## src/core/ssp_regs.vh

```
// Register indices, field positions, mode codes and reset values of the synchronous serial port
`ifndef SSP_REGS_VH
`define SSP_REGS_VH

`define SSP_IDX_STATUS 3'h0
`define SSP_IDX_CTRL1 3'h1
`define SSP_IDX_BAUD 3'h2
`define SSP_IDX_BUF 3'h3
`define SSP_IDX_CTRL2 3'h4
`define SSP_RESET_VALUE 8'h00

`define ST_SAMPLE 7
`define ST_EDGE 6
`define C1_WRITE_COLLISION 7
`define C1_OVF 6
`define C1_EN 5
`define C1_CKP 4
`define C2_ACKDT 5

`define MODE_SPI_M_FOSC4 4'h0
`define MODE_SPI_S_SEL 4'h4
`define MODE_SPI_S_NOSEL 4'h5
`define MODE_I2C_MASTER 4'h8
`define MODE_SPI_M_BAUD 4'hA
`define MODE_I2C_FW_MASTER 4'hB
`define SPI_EDGES 5'h10
`endif

```

## src/core/sync_serial_port.v

```verilog
// Synchronous serial port: status, control one, baud generator and shift engines
`timescale 1ns/1ps
`default_nettype none
`include "ssp_regs.vh"
module sync_serial_port (
  input wire CLK,
  input wire RESETN,
  input wire [2:0] ADDR,
  input wire [7:0] WDATA,
  input wire WR,
  input wire RD,
  output reg [7:0] RDATA,
  input wire TIMER_MATCH,
  input wire SCK_IN,
  output wire SCK_OUT,
  output wire SCK_OEN,
  input wire SDI,
  output wire SDO,
  output wire SDO_OEN,
  input wire SEL_N,
  input wire SCL_IN,
  output wire SCL_OUT,
  output wire SCL_OEN,
  input wire SDA_IN,
  output wire SDA_OUT,
  output wire SDA_OEN,
  output wire PINS_OWNED,
  output wire SLEW_LIMIT_EN,
  output wire SMBUS_LEVELS
);
  localparam [3:0] M_IDLE = 4'b0001;
  localparam [3:0] M_START = 4'b0010;
  localparam [3:0] M_STOP = 4'b0100;
  localparam [3:0] M_BITS = 4'b1000;

  reg sample_phase, edge_select, data_not_addr, halt_seen, begin_flag;
  reg direction_bit, readdress_due, buffer_full;
  reg write_collision, receive_overflow, port_enable, clk_polarity;
  reg [3:0] port_mode_sel;
  reg [7:0] baud_reload_value, shift_buffer;
  reg start_cond_en, restart_cond_en, stop_cond_en, receive_en, ack_seq_en;
  reg ack_data, ack_status;
  reg [7:0] tx_sr, shift_register;
  reg [4:0] edge_idx;
  reg spi_busy, sck_level, sck_q, scl_q, sda_q;
  reg [3:0] i2c_bits;
  reg addr_phase, slv_active, slv_sda_low, slv_hold;
  reg [3:0] mst_state, m_bits, m_nbits;
  reg m_phase, m_rx, m_ackseq, m_addr, m_sda_low, m_scl_low;
  reg [7:0] rd_mux;

  ////////////////////////////////////////////////////////////////////////////
  // Mode decode
  wire is_spi_m = (port_mode_sel[3:2] == 2'h0) || (port_mode_sel == `MODE_SPI_M_BAUD);
  wire is_spi_s = (port_mode_sel == `MODE_SPI_S_SEL) || (port_mode_sel == `MODE_SPI_S_NOSEL);
  wire is_i2c_s = (port_mode_sel[2:1] == 2'h3);
  wire is_i2c_m = (port_mode_sel == `MODE_I2C_MASTER);
  wire is_i2c = is_i2c_s || is_i2c_m || (port_mode_sel == `MODE_I2C_FW_MASTER);
  wire is_spi = is_spi_m || is_spi_s;
  wire ten_bit = is_i2c_s && port_mode_sel[0];
  wire slave_sel = (port_mode_sel == `MODE_SPI_S_NOSEL) || !SEL_N;
  wire mst_idle = !(direction_bit || start_cond_en || restart_cond_en || stop_cond_en ||
    receive_en || ack_seq_en);

  ////////////////////////////////////////////////////////////////////////////
  // Clock sources
  wire baud_tick, div_tick;
  wire baud_run = port_enable && ((is_i2c_m && mst_state != M_IDLE) ||
    (spi_busy && port_mode_sel == `MODE_SPI_M_BAUD));
  ssp_baud_gen #(.W(8)) u_baud (
    .clk(CLK),
    .resetn(RESETN),
    .reload_value(baud_reload_value),
    .run(baud_run),
    .tick(baud_tick)
  );
  ssp_spi_div u_div (
    .clk(CLK),
    .resetn(RESETN),
    .rate_sel(port_mode_sel[1:0]),
    .timer_match(TIMER_MATCH),
    .run(port_enable && spi_busy && is_spi_m),
    .tick(div_tick)
  );
  wire spi_tick = (port_mode_sel == `MODE_SPI_M_BAUD) ? baud_tick : div_tick;

  ////////////////////////////////////////////////////////////////////////////
  // Serial peripheral edge bookkeeping
  wire spi_ev = port_enable && (is_spi_m ? (spi_busy && spi_tick) :
    (is_spi_s && slave_sel && SCK_IN != sck_q));
  wire launch = edge_select ? edge_idx[0] : (!edge_idx[0] && edge_idx != 5'h00);
  wire mid = edge_select ? !edge_idx[0] : edge_idx[0];
  wire late = sample_phase && is_spi_m;
  wire take = late ? launch : mid;
  wire last = (late && !edge_select) ? (edge_idx == `SPI_EDGES) : (edge_idx == 5'h0F);
  wire [7:0] spi_byte = take ? {shift_register[6:0], SDI} : shift_register;

  // Two-wire bus events
  wire scl_hi = scl_q && SCL_IN;
  wire start_det = port_enable && is_i2c && scl_hi && sda_q && !SDA_IN;
  wire stop_det = port_enable && is_i2c && scl_hi && !sda_q && SDA_IN;
  wire scl_rise = !scl_q && SCL_IN;
  wire scl_fall = scl_q && !SCL_IN;
  wire addr_hit = shift_register[7:1] == baud_reload_value[7:1];
  wire buf_wr = WR && ADDR == `SSP_IDX_BUF;
  wire xfer_busy = spi_busy || edge_idx != 5'h00 || mst_state != M_IDLE;
  wire m_last = m_bits == m_nbits - 4'h1;

  ////////////////////////////////////////////////////////////////////////////
  // Register read
  always @* begin
    case (ADDR)
      `SSP_IDX_STATUS: rd_mux = {sample_phase, edge_select, data_not_addr, halt_seen, begin_flag,
        direction_bit, readdress_due, buffer_full};
      `SSP_IDX_CTRL1: rd_mux = {write_collision, receive_overflow, port_enable, clk_polarity,
        port_mode_sel};
      `SSP_IDX_BAUD: rd_mux = baud_reload_value;
      `SSP_IDX_BUF: rd_mux = shift_buffer;
      `SSP_IDX_CTRL2: rd_mux = {1'b0, ack_status, ack_data, ack_seq_en, receive_en, stop_cond_en,
        restart_cond_en, start_cond_en};
      default: rd_mux = 8'h00;
    endcase
  end

  always @(posedge CLK or negedge RESETN) begin
    if (!RESETN) begin
      RDATA <= `SSP_RESET_VALUE;
    end else begin
      RDATA <= RD ? rd_mux : 8'h00;
    end
  end

  ////////////////////////////////////////////////////////////////////////////
  // Registers and engines; hardware sets come after software clears so they win
  always @(posedge CLK or negedge RESETN) begin
    if (!RESETN) begin
      {sample_phase, edge_select, data_not_addr, halt_seen, begin_flag} <= 5'h00;
      {direction_bit, readdress_due, buffer_full, write_collision, receive_overflow} <= 5'h00;
      {port_enable, clk_polarity} <= 2'h0;
      port_mode_sel <= 4'h0;
      baud_reload_value <= `SSP_RESET_VALUE;
      shift_buffer <= `SSP_RESET_VALUE;
      {start_cond_en, restart_cond_en, stop_cond_en, receive_en, ack_seq_en} <= 5'h00;
      {ack_data, ack_status} <= 2'h0;
      tx_sr <= 8'hFF;
      shift_register <= 8'h00;
      edge_idx <= 5'h00;
      {spi_busy, sck_level, sck_q} <= 3'h0;
      {scl_q, sda_q} <= 2'h3;
      i2c_bits <= 4'h0;
      {addr_phase, slv_active, slv_sda_low, slv_hold} <= 4'h0;
      mst_state <= M_IDLE;
      m_bits <= 4'h0;
      m_nbits <= 4'h0;
      {m_phase, m_rx, m_ackseq, m_addr, m_sda_low, m_scl_low} <= 6'h00;
    end else begin
      sck_q <= SCK_IN;
      scl_q <= SCL_IN;
      sda_q <= SDA_IN;
      if (WR) begin
        case (ADDR)
          `SSP_IDX_STATUS: begin
            sample_phase <= WDATA[`ST_SAMPLE];
            edge_select <= WDATA[`ST_EDGE];
          end
          `SSP_IDX_CTRL1: begin
            if (!WDATA[`C1_WRITE_COLLISION]) write_collision <= 1'b0;
            if (!WDATA[`C1_OVF]) receive_overflow <= 1'b0;
            port_enable <= WDATA[`C1_EN];
            clk_polarity <= WDATA[`C1_CKP];
            port_mode_sel <= WDATA[3:0];
          end
          `SSP_IDX_BAUD: baud_reload_value <= WDATA;
          `SSP_IDX_CTRL2: begin
            ack_data <= WDATA[`C2_ACKDT];
            if (is_i2c_m && mst_idle) begin
              {ack_seq_en, receive_en, stop_cond_en, restart_cond_en, start_cond_en} <= WDATA[4:0];
            end
          end
          default: begin
          end
        endcase
      end
      if (RD && ADDR == `SSP_IDX_BUF && !(is_i2c_m && direction_bit)) buffer_full <= 1'b0;
      if (buf_wr) begin
        if (xfer_busy) begin
          write_collision <= 1'b1;
        end else begin
          tx_sr <= WDATA;
          if (is_spi_m) spi_busy <= 1'b1;
          if (is_i2c_m && mst_idle) begin
            buffer_full <= 1'b1;
            direction_bit <= 1'b1;
            mst_state <= M_BITS;
            {m_bits, m_phase, m_rx, m_ackseq} <= 7'h00;
            m_nbits <= 4'h9;
            m_sda_low <= !WDATA[7];
          end
        end
      end
      // Serial peripheral shifting, master and slave alike
      if (is_spi_s && !slave_sel) edge_idx <= 5'h00;
      if (spi_ev) begin
        if (is_spi_m && edge_idx < `SPI_EDGES) sck_level <= !sck_level;
        if (launch) tx_sr <= {tx_sr[6:0], 1'b1};
        if (take) shift_register <= {shift_register[6:0], SDI};
        edge_idx <= edge_idx + 5'h01;
        if (last) begin
          edge_idx <= 5'h00;
          spi_busy <= 1'b0;
          if (is_spi_s && buffer_full) begin
            receive_overflow <= 1'b1;
          end else begin
            shift_buffer <= spi_byte;
            buffer_full <= 1'b1;
          end
        end
      end
      // Two-wire conditions seen on the bus
      if (start_det) begin
        begin_flag <= 1'b1;
        halt_seen <= 1'b0;
      end
      if (stop_det) begin
        halt_seen <= 1'b1;
        begin_flag <= 1'b0;
      end
      // Two-wire slave
      if (port_enable && is_i2c_s) begin
        if (start_det || stop_det) begin
          i2c_bits <= 4'h0;
          addr_phase <= start_det;
          slv_active <= 1'b0;
          direction_bit <= 1'b0;
          slv_sda_low <= 1'b0;
          slv_hold <= 1'b0;
        end else begin
          if (scl_rise) begin
            slv_hold <= 1'b0;
            if (i2c_bits < 4'h8) shift_register <= {shift_register[6:0], SDA_IN};
            if (i2c_bits < 4'h9) i2c_bits <= i2c_bits + 4'h1;
            if (i2c_bits == 4'h8 && direction_bit && SDA_IN) begin
              direction_bit <= 1'b0;
              slv_active <= 1'b0;
            end
          end
          if (scl_fall) begin
            slv_hold <= 1'b1;
            if (i2c_bits == 4'h8) begin
              slv_sda_low <= 1'b0;
              if (addr_phase) begin
                addr_phase <= 1'b0;
                if (addr_hit) begin
                  slv_active <= 1'b1;
                  direction_bit <= shift_register[0];
                  data_not_addr <= 1'b0;
                  readdress_due <= ten_bit;
                  slv_sda_low <= 1'b1;
                  shift_buffer <= shift_register;
                  buffer_full <= 1'b1;
                end
              end else if (slv_active && !direction_bit) begin
                data_not_addr <= 1'b1;
                if (buffer_full) begin
                  receive_overflow <= 1'b1;
                end else begin
                  shift_buffer <= shift_register;
                  buffer_full <= 1'b1;
                  slv_sda_low <= 1'b1;
                end
              end
            end else if (i2c_bits == 4'h9) begin
              i2c_bits <= 4'h0;
              slv_sda_low <= slv_active && direction_bit && !tx_sr[7];
            end else if (i2c_bits != 4'h0 && slv_active && direction_bit) begin
              tx_sr <= {tx_sr[6:0], 1'b1};
              slv_sda_low <= !tx_sr[6];
            end
          end
        end
      end
      // Two-wire master
      if (port_enable && is_i2c_m) begin
        case (mst_state)
          M_IDLE: begin
            m_phase <= 1'b0;
            if (start_cond_en || restart_cond_en) begin
              mst_state <= M_START;
              {m_sda_low, m_scl_low} <= 2'h0;
            end else if (stop_cond_en) begin
              mst_state <= M_STOP;
              m_sda_low <= 1'b1;
            end else if (receive_en || ack_seq_en) begin
              mst_state <= M_BITS;
              m_bits <= 4'h0;
              m_rx <= receive_en;
              m_ackseq <= !receive_en;
              m_nbits <= receive_en ? 4'h8 : 4'h1;
              tx_sr <= {ack_data, 7'h7F};
              m_sda_low <= !receive_en && !ack_data;
            end
          end
          M_START: begin
            if (baud_tick) begin
              m_phase <= !m_phase;
              if (!m_phase) begin
                m_sda_low <= 1'b1;
              end else begin
                m_scl_low <= 1'b1;
                m_addr <= 1'b1;
                {start_cond_en, restart_cond_en} <= 2'h0;
                mst_state <= M_IDLE;
              end
            end
          end
          M_STOP: begin
            if (baud_tick) begin
              m_phase <= !m_phase;
              if (!m_phase) begin
                m_scl_low <= 1'b0;
              end else begin
                m_sda_low <= 1'b0;
                stop_cond_en <= 1'b0;
                mst_state <= M_IDLE;
              end
            end
          end
          M_BITS: begin
            if (baud_tick) begin
              m_phase <= !m_phase;
              if (!m_phase) begin
                m_scl_low <= 1'b0;
              end else begin
                m_scl_low <= 1'b1;
                m_bits <= m_bits + 4'h1;
                tx_sr <= {tx_sr[6:0], 1'b1};
                m_sda_low <= !(m_rx || m_bits >= 4'h7 || tx_sr[6]);
                if (m_rx) shift_register <= {shift_register[6:0], SDA_IN};
                if (!m_rx && !m_ackseq && m_bits == 4'h7) begin
                  buffer_full <= 1'b0;
                  data_not_addr <= !m_addr;
                  m_addr <= 1'b0;
                end
                if (!m_rx && !m_ackseq && m_bits == 4'h8) ack_status <= SDA_IN;
                if (m_last) begin
                  mst_state <= M_IDLE;
                  direction_bit <= 1'b0;
                  {receive_en, ack_seq_en} <= 2'h0;
                  if (m_rx) begin
                    data_not_addr <= 1'b1;
                    if (buffer_full) begin
                      receive_overflow <= 1'b1;
                    end else begin
                      shift_buffer <= {shift_register[6:0], SDA_IN};
                      buffer_full <= 1'b1;
                    end
                  end
                end
              end
            end
          end
          default: mst_state <= M_IDLE;
        endcase
      end
      if (!port_enable) begin
        {halt_seen, begin_flag} <= 2'h0;
        {spi_busy, sck_level} <= 2'h0;
        edge_idx <= 5'h00;
        mst_state <= M_IDLE;
        {m_sda_low, m_scl_low, slv_sda_low, slv_hold, slv_active} <= 5'h00;
        {start_cond_en, restart_cond_en, stop_cond_en, receive_en, ack_seq_en} <= 5'h00;
      end
    end
  end

  ////////////////////////////////////////////////////////////////////////////
  // Pins; enables are low while the port drives
  wire slv_stretch = is_i2c_s && slv_active && slv_hold && !clk_polarity;
  assign PINS_OWNED = port_enable && (is_spi || is_i2c);
  assign SCK_OUT = sck_level ^ clk_polarity;
  assign SCK_OEN = !(port_enable && is_spi_m);
  assign SDO = tx_sr[7];
  assign SDO_OEN = !(port_enable && (is_spi_m || (is_spi_s && slave_sel)));
  assign SCL_OUT = 1'b0;
  assign SCL_OEN = !(port_enable && ((is_i2c_m && m_scl_low) || slv_stretch));
  assign SDA_OUT = 1'b0;
  assign SDA_OEN = !(port_enable && ((is_i2c_m && m_sda_low) || (is_i2c_s && slv_sda_low)));
  assign SLEW_LIMIT_EN = port_enable && is_i2c && !sample_phase;
  assign SMBUS_LEVELS = port_enable && is_i2c && edge_select;
endmodule
`default_nettype wire

```

## src/core/ssp_baud_gen.v

```verilog
// Reload counter that ticks once per baud rollover
`timescale 1ns/1ps
`default_nettype none
module ssp_baud_gen #(
  parameter W = 8
) (
  input wire clk,
  input wire resetn,
  input wire [W-1:0] reload_value,
  input wire run,
  output wire tick
);
  // One rollover lasts 2*(reload+1) cycles, so two of them make one bus clock period
  reg [W:0] count;

  always @(posedge clk or negedge resetn) begin
    if (!resetn) begin
      count <= {(W+1){1'b0}};
    end else if (!run || count == {(W+1){1'b0}}) begin
      count <= {reload_value, 1'b1};
    end else begin
      count <= count - {{W{1'b0}}, 1'b1};
    end
  end

  assign tick = run && (count == {(W+1){1'b0}});
endmodule
`default_nettype wire

```

## src/core/ssp_spi_div.v

```verilog
// Half-period tick source for the fixed serial peripheral master clock rates
`timescale 1ns/1ps
`default_nettype none
module ssp_spi_div (
  input wire clk,
  input wire resetn,
  input wire [1:0] rate_sel,
  input wire timer_match,
  input wire run,
  output reg tick
);
  reg [4:0] count;

  always @(posedge clk or negedge resetn) begin
    if (!resetn) begin
      count <= 5'h00;
    end else if (run) begin
      count <= count + 5'h01;
    end else begin
      count <= 5'h00;
    end
  end

  // Half periods of 2, 8 and 32 cycles give CLK/4, CLK/16 and CLK/64
  always @* begin
    case (rate_sel)
      2'h0: tick = run && count[0];
      2'h1: tick = run && (&count[2:0]);
      2'h2: tick = run && (&count);
      default: tick = run && timer_match;
    endcase
  end
endmodule
`default_nettype wire

```

## config.mk

```make
export PLATFORM = sky130hd
export DESIGN_NAME = sync_serial_port
export DESIGN_NICKNAME = d
export VERILOG_FILES = /design/src/core/sync_serial_port.v /design/src/core/ssp_baud_gen.v /design/src/core/ssp_spi_div.v
export VERILOG_INCLUDE_DIRS = /design/src /design/src/core
export SDC_FILE = /design/constraint.sdc
export NUM_CORES = 1
export LEC_CHECK = 0
export ABC_AREA = 1
export BUFFER_PORTS_ARGS = -buffer_cell sky130_fd_sc_hd__buf_2
export CORE_MARGIN = 2
export CORE_UTILIZATION = 60
export DETAILED_ROUTE_END_ITERATION = 6
export GPL_ROUTABILITY_DRIVEN = 1
export GPL_TIMING_DRIVEN = 1
export HOLD_SLACK_MARGIN = 0.15
export PLACE_DENSITY = 0.84
export SKIP_LAST_GASP = 1
export SLEW_MARGIN = 5
export SYNTH_ARGS = -nofsm -noshare
export SYNTH_HDL_FRONTEND = slang
export SYNTH_SLANG_ARGS = --single-unit
```

## constraint.sdc

```tcl
create_clock -name CLK -period 2.9 [get_ports CLK]
set_input_delay 0.58 -clock CLK [delete_from_list [all_inputs] [get_ports CLK]]
set_output_delay 0.58 -clock CLK [all_outputs]
set_load 0.02 [all_outputs]
```

# Word-level counts from Yosys, hierarchy flattened
# Index checks and enable logic that the tools add are counted.
# op_classes
n_bitwise	2
muxes	314
eq_ne	47
order_cmp	4
add_sub_neg	6
reduce_logical	139
# ops
cell	n
2-to-1 mux 8 bit	46
2-to-1 mux 1 bit	216
2-to-1 mux 4 bit	37
logical AND 1 bit	61
one-hot mux 8 bit (5 select lines)	1
zero test 1 bit	29
== test 4 bit, second input constant	7
2-to-1 mux 5 bit	5
logical OR 1 bit	24
inequality test 3 bit, second input constant	6
== test 4 x 3 -> 1 bit, second input constant	4
one-hot mux 8 bit (2 select lines)	1
one-hot mux 4 bit (3 select lines)	1
AND reduction 2 bit	6
adder 5 x 1 -> 5 bit, second input constant	2
inequality test 2 bit, second input constant	5
inequality test 5 x 1 -> 1 bit, second input constant	2
AND reduction 5 bit	2
zero test 9 bit	1
2-to-1 mux 9 bit	1
inequality test 3 x 1 -> 1 bit, second input constant	3
AND reduction 3 bit	3
subtractor 9 x 1 -> 9 bit, second input constant	1
adder 4 x 1 -> 4 bit, second input constant	2
other kinds (34)	46
# totals
out_inout_bits	19
reg_bits	113
inputBits	21

# Longest topological paths before layout
# Gate-level depths: netlist of the first run.
# depth
word_depth	28
ltp_mapped	18
mapped_depth_nobuf	17

# Hierarchy
# Synthesis of the first run repeated with hierarchy kept, for this count alone.
# unflattened
cells_unflattened	962
hier_area_um2	7059.3
# by_module_without_submodules
mod	n_inst	cells_each	area_each_um2
sync_serial_port	1	850	6249.7
ssp_baud_gen	1	76	539.3
ssp_spi_div	1	36	270.3

# Worst setup path after synthesis of the first run
# OpenSTA, ideal clock, no wires.
# synth_path
kind	register to register
start	reg u_div.count[0]
end	reg shift_buffer[2]
arrival_time_ps	1934
synth_period_minus_slack_ps	2051
path_slack_ps	849
stages_incl_launch_ff	17
n_path_buf	1
path_cell_list	dfrtp_1 -> ha_1 -> and3_1 -> ha_1 -> o21ai_0 -> nand3_1 -> nand2_1 -> nand3_2 -> nand2_2 -> nor2_8 -> nand2_4 -> nor2_8 -> buf_6 -> o21ai_1 -> nand2_1 -> nand2_1 -> nand2_1
# synth_between
elab_chain_len	22
word_cells_on_any_way	26
# synth_rtl
element	line_no	text
from (decl)	ssp_spi_div.v:12	reg [4:0] count;
from (signal assigned)	ssp_spi_div.v:18	count <= count + 5'h01;
AND reduction 5 bit / AND reduction 3 bit (equally long branches)	ssp_spi_div.v:29, ssp_spi_div.v:28	
logical AND 1 bit, on equally long branches	ssp_spi_div.v:29, ssp_spi_div.v:28	
one-hot mux 1 bit (3 select lines) *	ssp_spi_div.v:26	case (rate_sel)
2-to-1 mux 1 bit *	sync_serial_port.v:85	wire spi_tick = (port_mode_sel == `MODE_SPI_M_BAUD) ? baud_tick : div_tick;
logical AND 1 bit *	sync_serial_port.v:89	wire spi_ev = port_enable && (is_spi_m ? (spi_busy && spi_tick) :
2-to-1 mux 1 bit *	sync_serial_port.v:89	
logical AND 1 bit *	sync_serial_port.v:89	
2-to-1 mux 8 bit *	sync_serial_port.v:203	if (spi_ev) begin
[... 6 more ...]	n/a	
2-to-1 mux 8 bit *	sync_serial_port.v:229	if (port_enable && is_i2c_s) begin
2-to-1 mux 8 bit	sync_serial_port.v:351	if (buffer_full) begin
2-to-1 mux 8 bit	sync_serial_port.v:349	if (m_rx) begin
2-to-1 mux 8 bit	sync_serial_port.v:345	if (m_last) begin
2-to-1 mux 8 bit	sync_serial_port.v:331	if (!m_phase) begin
2-to-1 mux 8 bit	sync_serial_port.v:329	if (baud_tick) begin
2-to-1 mux 8 bit	sync_serial_port.v:284	case (mst_state)
2-to-1 mux 8 bit *	sync_serial_port.v:283	if (port_enable && is_i2c_m) begin
to (signal assigned)	sync_serial_port.v:259	shift_buffer <= shift_register;
to (signal assigned)	sync_serial_port.v:267	shift_buffer <= shift_register;
to (signal assigned)	sync_serial_port.v:354	shift_buffer <= {shift_register[6:0], SDA_IN};
to (decl)	sync_serial_port.v:40	reg [7:0] baud_reload_value, shift_buffer;
# Every way passes the cells marked *; elsewhere a longest branch is shown, timed or not.
# A chain may end at the register's enable or synchronous reset.

# Worst setup path in the final report of the first run
# layout_path
start	reg port_enable
end	out SCL_OEN
# layout_between
elab_chain_len	2
# layout_rtl
element	line_no	text
from (decl)	sync_serial_port.v:38	reg write_collision, receive_overflow, port_enable, clk_polarity;
from (signal assigned)	sync_serial_port.v:169	port_enable <= WDATA[`C1_EN];
logical AND 1 bit	sync_serial_port.v:385	assign SCL_OEN = !(port_enable && ((is_i2c_m && m_scl_low) || slv_stretch));
zero test 1 bit	sync_serial_port.v:385	
to (decl)	sync_serial_port.v:23	output wire SCL_OEN,
# No other way between the ends.

==> results.toml, run 1 <==
[timing]
setup_viol = 0
rsz0062_at_grt = "false"
tns_ps = 0
slew_viol_final = 0
layout_setup_ws_ps = 314
hold_viol_final = 0
finClkSkew_ps = 9.66
slew_headroom_pct = 65.5
final.period_utilization_pct = 89.2
max_slew.worst_pin.slew_ps = 516
fmaxAchievable_mhz = 387
min_period_ps = 2590

[cts]
cts_sinks = 113
cts_buffer_depth = 2
root_buffer = "clkbuf_16"
cts_max_level = 4
postCtsSetupRepairBufs = 0
cts_tree = "done"
path_clk_slew_ps = 50
cts_buffers = 17
worstSkewPairLatency_ps = 420

[global_route]
antenna_found_initial = 0
grt_pass1_wl_um = 32300
grt.total_usage_pct = 33.6
overflow = 0
grt_pass1_vias = 6492
grt_max_degree = 58

[layout]
num-nets-final = 1007
syn2layout_area_growth_pct = 14.2
drive_gt1_share_pct = 13.4
n_antenna_cell = 0

[yosys]
avgSynthCellArea_um2 = 7.44
yosys_register_bits = 113
synthTopCellsByCount = "nand2_1, inv_1, dfrtp_1"
synthArstFlopShare_pct = 100
seq_area_frac_synth_pct = 41.4
dominantRegCellSynth = "dfrtp_1"
yosys.area.top_type = "dfrtp_1"
yosysMostFrequentCell = "nand2_1"
synth_warnings = 0
syn_inst = 923
synth-edff-count = 0
netlist.area_leader.share_pct = 37.2
yosysUniqueCellTypes = 51
synth_area_leaders = "dfrtp_1, nand2_1, inv_1, o21ai_0, dfstp_2"
syn_area_mm2 = 0.00687

[critical_path]
critical_path_class = "reg -> out"
crit_arrival_ps = 2010
max_stage_delay_ps = 550
slowest_stage = "dfrtp_1"
cp_max_fo = 14
start_kind = "flop"
crit_top_cell = "buf_4"
crit_required_ps = 2320
cp-end-kind = "output port"
crit_chain = "inv_2 > buf_4 > nor2_4 > buf_4 > a32oi_1 > buf_2"

[floorplan]
dieHeight_um = 111
die_width_um = 111
core_mm2 = 0.0113
fp-row-count = 39
io_pins = 40
start_util_pct = 60.9
die_area_mm2 = 0.0123

[drt]
vias_per_cell = 6.00
num_vias = 6773
postRouteAntennaNets = 0
drt_pass1_iterations = 6
drt_iter0_drc = 696
drt-total-wl_um = 20200
remaining_drc_errors = 0
routedWlPerCell_um = 17.9

[place]
gp_congestion = 0.987
io_buffers = 37
hpwl_um = 14700
post-place-ws_ps = 347

[hold_path]
holdCritPathClass = "in -> reg"

[flow_run]
maxCapViolCount = 0

[outcome]
status = "completed"

[power]
ir_worst_vdd_uv = 573
p_leak_nw = 3.86
p_per_area_mw_per_mm2 = 714
==> report_power, final <==
| part | internal, W | total [W] | switching, W | leakage (nW) |
|---|---|---|---|---|
| clock | 0.00143 | 0.00218 | 0.000746 | 0.306 |
| combinational | 0.000438 | 0.00128 | 0.000845 | 2.17 |
| sequential | 0.00186 | 0.00214 | 0.000275 | 1.39 |
==> critical path: cells and delay by family, from the launching register on <==
| kind | cells | cell delay, ps |
|---|---|---|
| buffers and inverters | 4 | 770 |
| flip-flops | 1 | 550 |
| AO/OA/AOI/OAI | 1 | 180 |
| AND/OR/NAND/NOR | 1 | 70 |
==> final timing paths <==
kind,from,to,slack [ps],cells after the start
worst max-delay path,port_enable,SCL_OEN,310,6
worst min-delay path,SCK_IN,sck_q,290,1
worst max register to register,u_baud.count[0],shift_buffer[0],320,13
worst min register to register,u_baud.count[0],u_baud.count[0],440,1
max in group asynchronous,RESETN,ack_status,1500,3
min in group asynchronous,RESETN,m_scl_low,660,2
==> cells in the final DEF, fill, tap and decap left out, types with 3 or more instances in the layout <==
cell type	n
a211oi_1	4
a21oi_1	40
a221oi_1	6
a22oi_1	6
a31oi_1	6
buf_2	36
buf_4	8
bufinv_16	3
clkbuf_16	17
clkbuf_8	4
clkinv_2	5
dfrtp_1	102
dfstp_2	11
ha_1	14
inv_1	131
inv_2	10
nand2_1	226
nand2_2	9
nand3_1	41
nand3_2	3
nand4_1	11
nor2_1	75
nor2_4	6
nor3_1	16
nor4_1	4
o211ai_1	18
o21ai_0	86
o21ai_1	14
o21ai_2	3
o22ai_1	14
o31ai_1	3
or2_0	3
xnor2_1	8
xor2_1	11
==> registers in the layout, indices dropped and copies added, names as in the netlist, 4 cells and up <==
signal	count
baud_reload_value	8
i2c_bits	4
edge_idx	5
mst_state	4
port_mode_sel	4
m_bits	4
u_div.count	5
RDATA	8
tx_sr	8
shift_register	8
u_baud.count	9
m_nbits	4
shift_buffer	8
==> final cells by class <==
type	instances	area (um^2)
timing repair buffer	46	270
clock buffer	22	484
sequential	113	2840
multi-input combinational	652	3400
clock inverter	10	131
tap	143	179
inverter	142	533
fill	892	3430
==> per-layer routing <==
metal | global-route usage, % | up-vias | wire length, um | share of wire, %
met5 | 0 | - | 0 | 0
met4 | 17.7 | 0 | 899 | 4.4
met3 | 8.04 | 71 | 1920 | 9.5
met2 | 54.1 | 395 | 9620 | 48
met1 | 42.2 | 3163 | 7770 | 38
li1 | - | 3144 | - | -
==> cells by family after synthesis <==
kind of cell / synth area share, %
buf+inv: 9.15
flops: 41.4
other cells: 0.0546
simple gates: 26.9
xor+xnor: 2.42
mux: 0.146
fa+ha+maj: 2.55
compound gates: 17.5
==> stage by stage <==
stage	instances	total power (W)	cell area, um^2	util, %	hold slack (ps)
finish	1128	0.00560	7840	69.6	290
CTS	1128	0.00558	7840	69.6	280
floorplan	924	0.00298	6870	-	284
global route	1128	0.00587	7840	69.6	283
detailed placement	1095	0.00338	7220	64.0	429
global placement	1095	0.00335	7220	64.0	423
==> what timing repair did <==
item	CTS	global route
hold endpoints to repair	22	0
hold buffers	1	0
resized for setup	0	1
endpoints found under the setup margin	0	1
No activity file was read; power rests on OpenSTA's default activity.
==> run 2, diff against run 1 <==
PLACE_DENSITY = not set   (was 0.84)
PLACE_DENSITY_LB_ADDON = 0.25   (was not set)
clock period = 2.6 ns   (was 2.9 ns; I/O delays follow)
==> run 2 against run 1 <==
  * Wire length increased by 1.6%
  * Power rose by 9.3%
  * Hold slack worse by 67 ps
  * Die area is the same
  * Via count grew 0.58%
  * Utilization up 1.4 points
  * Highest routed layer unchanged
==> results.toml, run 2 (synthesis results as in run 1) <==
[outcome]
status = "completed"

[floorplan]
io_pins = 40
die_area_mm2 = 0.0123
core_mm2 = 0.0113
start_util_pct = 60.9
dieHeight_um = 111
fp-row-count = 39
die_width_um = 111

[hold_path]
holdCritPathClass = "in -> reg"

[flow_run]
maxCapViolCount = 0

[cts]
path_clk_slew_ps = 50
cts_max_level = 4
cts_sinks = 113
worstSkewPairLatency_ps = 420
cts_buffer_depth = 2
cts_buffers = 17
root_buffer = "clkbuf_16"
cts_tree = "done"

[drt]
drt-total-wl_um = 20500
num_vias = 6812
postRouteAntennaNets = 0
vias_per_cell = 5.91
routedWlPerCell_um = 17.8
remaining_drc_errors = 0
drt_pass1_iterations = 7
drt_iter0_drc = 737

[timing]
hold_viol_final = 0
layout_setup_ws_ps = 99.6
slew_headroom_pct = 60.1
tns_ps = 0
rsz0062_at_grt = "true"
fmaxAchievable_mhz = 400
min_period_ps = 2500
finClkSkew_ps = 8.52
max_slew.worst_pin.slew_ps = 599
setup_viol = 0
slew_viol_final = 0
final.period_utilization_pct = 96.2

[place]
post-place-ws_ps = -22.0
hpwl_um = 15200
gp_congestion = 1.05
io_buffers = 37

[critical_path]
cp_max_fo = 9
crit_arrival_ps = 1980
start_kind = "flop"
cp-end-kind = "output port"
critical_path_class = "reg -> out"
r2r_slack_ps = 150
crit_required_ps = 2080

[global_route]
grt.total_usage_pct = 34.4
grt.met2_usage_pct = 54.3
antenna_found_initial = 0
overflow = 0
met1_usage_pct = 44.5
grtUsageMet3_pct = 8.47
grt-busiest-layer = "met2"
grt_pass1_vias = 6564
grt_max_degree = 45
grt_pass1_wl_um = 33100

[layout]
largest_register_ffs = 9
area.sequential_mm2 = 0.00284
syn2layout_area_growth_pct = 16.5
layout_common_cells = "nand2_1, inv_1, dfrtp_1"
final_common_cell = "nand2_1"
regMostFlops = "u_baud.count"
drive_gt1_share_pct = 15.5
n_antenna_cell = 0
fill_cells = 925
multi_input_area_mm2 = 0.00342
num-nets-final = 1032

[power]
p_per_area_mw_per_mm2 = 764
ir_worst_vdd_uv = 651
p_total_w = 0.00612
p_leak_nw = 3.96
-- run 2: final timing paths --
| path | from | to | depth (start not counted) |
|---|---|---|---|
| worst max-delay path | port_mode_sel[3] | SCL_OEN | 8 |
| worst min-delay path | SCL_IN | scl_q | 1 |
| worst max register to register | port_mode_sel[1] | shift_register[0] | 13 |
| worst min register to register | u_baud.count[0] | u_baud.count[0] | 1 |
| max in group asynchronous | RESETN | tx_sr[0] | 3 |
| min in group asynchronous | RESETN | i2c_bits[0] | 2 |
-- run 2: routing by layer --
layer	vias up	routed length [um]
li1	3197	-
met1	3146	8190
met2	388	9350
met3	81	1880
met4	0	1120
met5	-	0
-- run 2: worst max-delay path, cell delays in order, from the launching register on --
cell,delay [ps]
dfrtp_1,420
inv_1,130
nor2_2,70
nand2_2,90
buf_4,190
nor2_4,40
buf_4,170
a32oi_1,210
buf_2,210
-- run 2: timing repair --
action	in CTS	in global routing
setup buffers	0	6
endpoints found under the hold margin	32	0
cloned	0	1
pin swaps	0	2
gates resized for setup	1	6
setup endpoints to repair	1	27
hold buffers	1	0
-- run 2: final cells by class --
type                            instances  area share, %
Clock buffer                           27           6.54
Clock inverter                          4          0.594
Inverter                              142           6.66
Multi-Input combinational cell        653           42.8
Sequential cell                       113           35.5
Tap cell                              143           2.24
Timing Repair Buffer                   70           5.63
-- run 2: power breakdown --
group | leakage, nW | switching [W] | total (W) | internal (W)
Combinational | 2.30 | 0.000963 | 0.00148 | 0.000515
Clock | 0.279 | 0.000799 | 0.00226 | 0.00146
Sequential | 1.38 | 0.000307 | 0.00238 | 0.00208
Total | 3.96 | 0.00207 | 0.00612 | 0.00405
-- run 2: through the flow --
step                      cell area [um^2]  instances  utilization, %  hold slack, ps
after floorplan                       6870        924               -             224
after global placement                7350       1113            65.2             424
after detailed placement              7350       1113            65.2             439
after CTS                             7930       1145            70.4             220
after global routing                  8000       1152            71.0             214
final                                 8000       1152            71.0             223
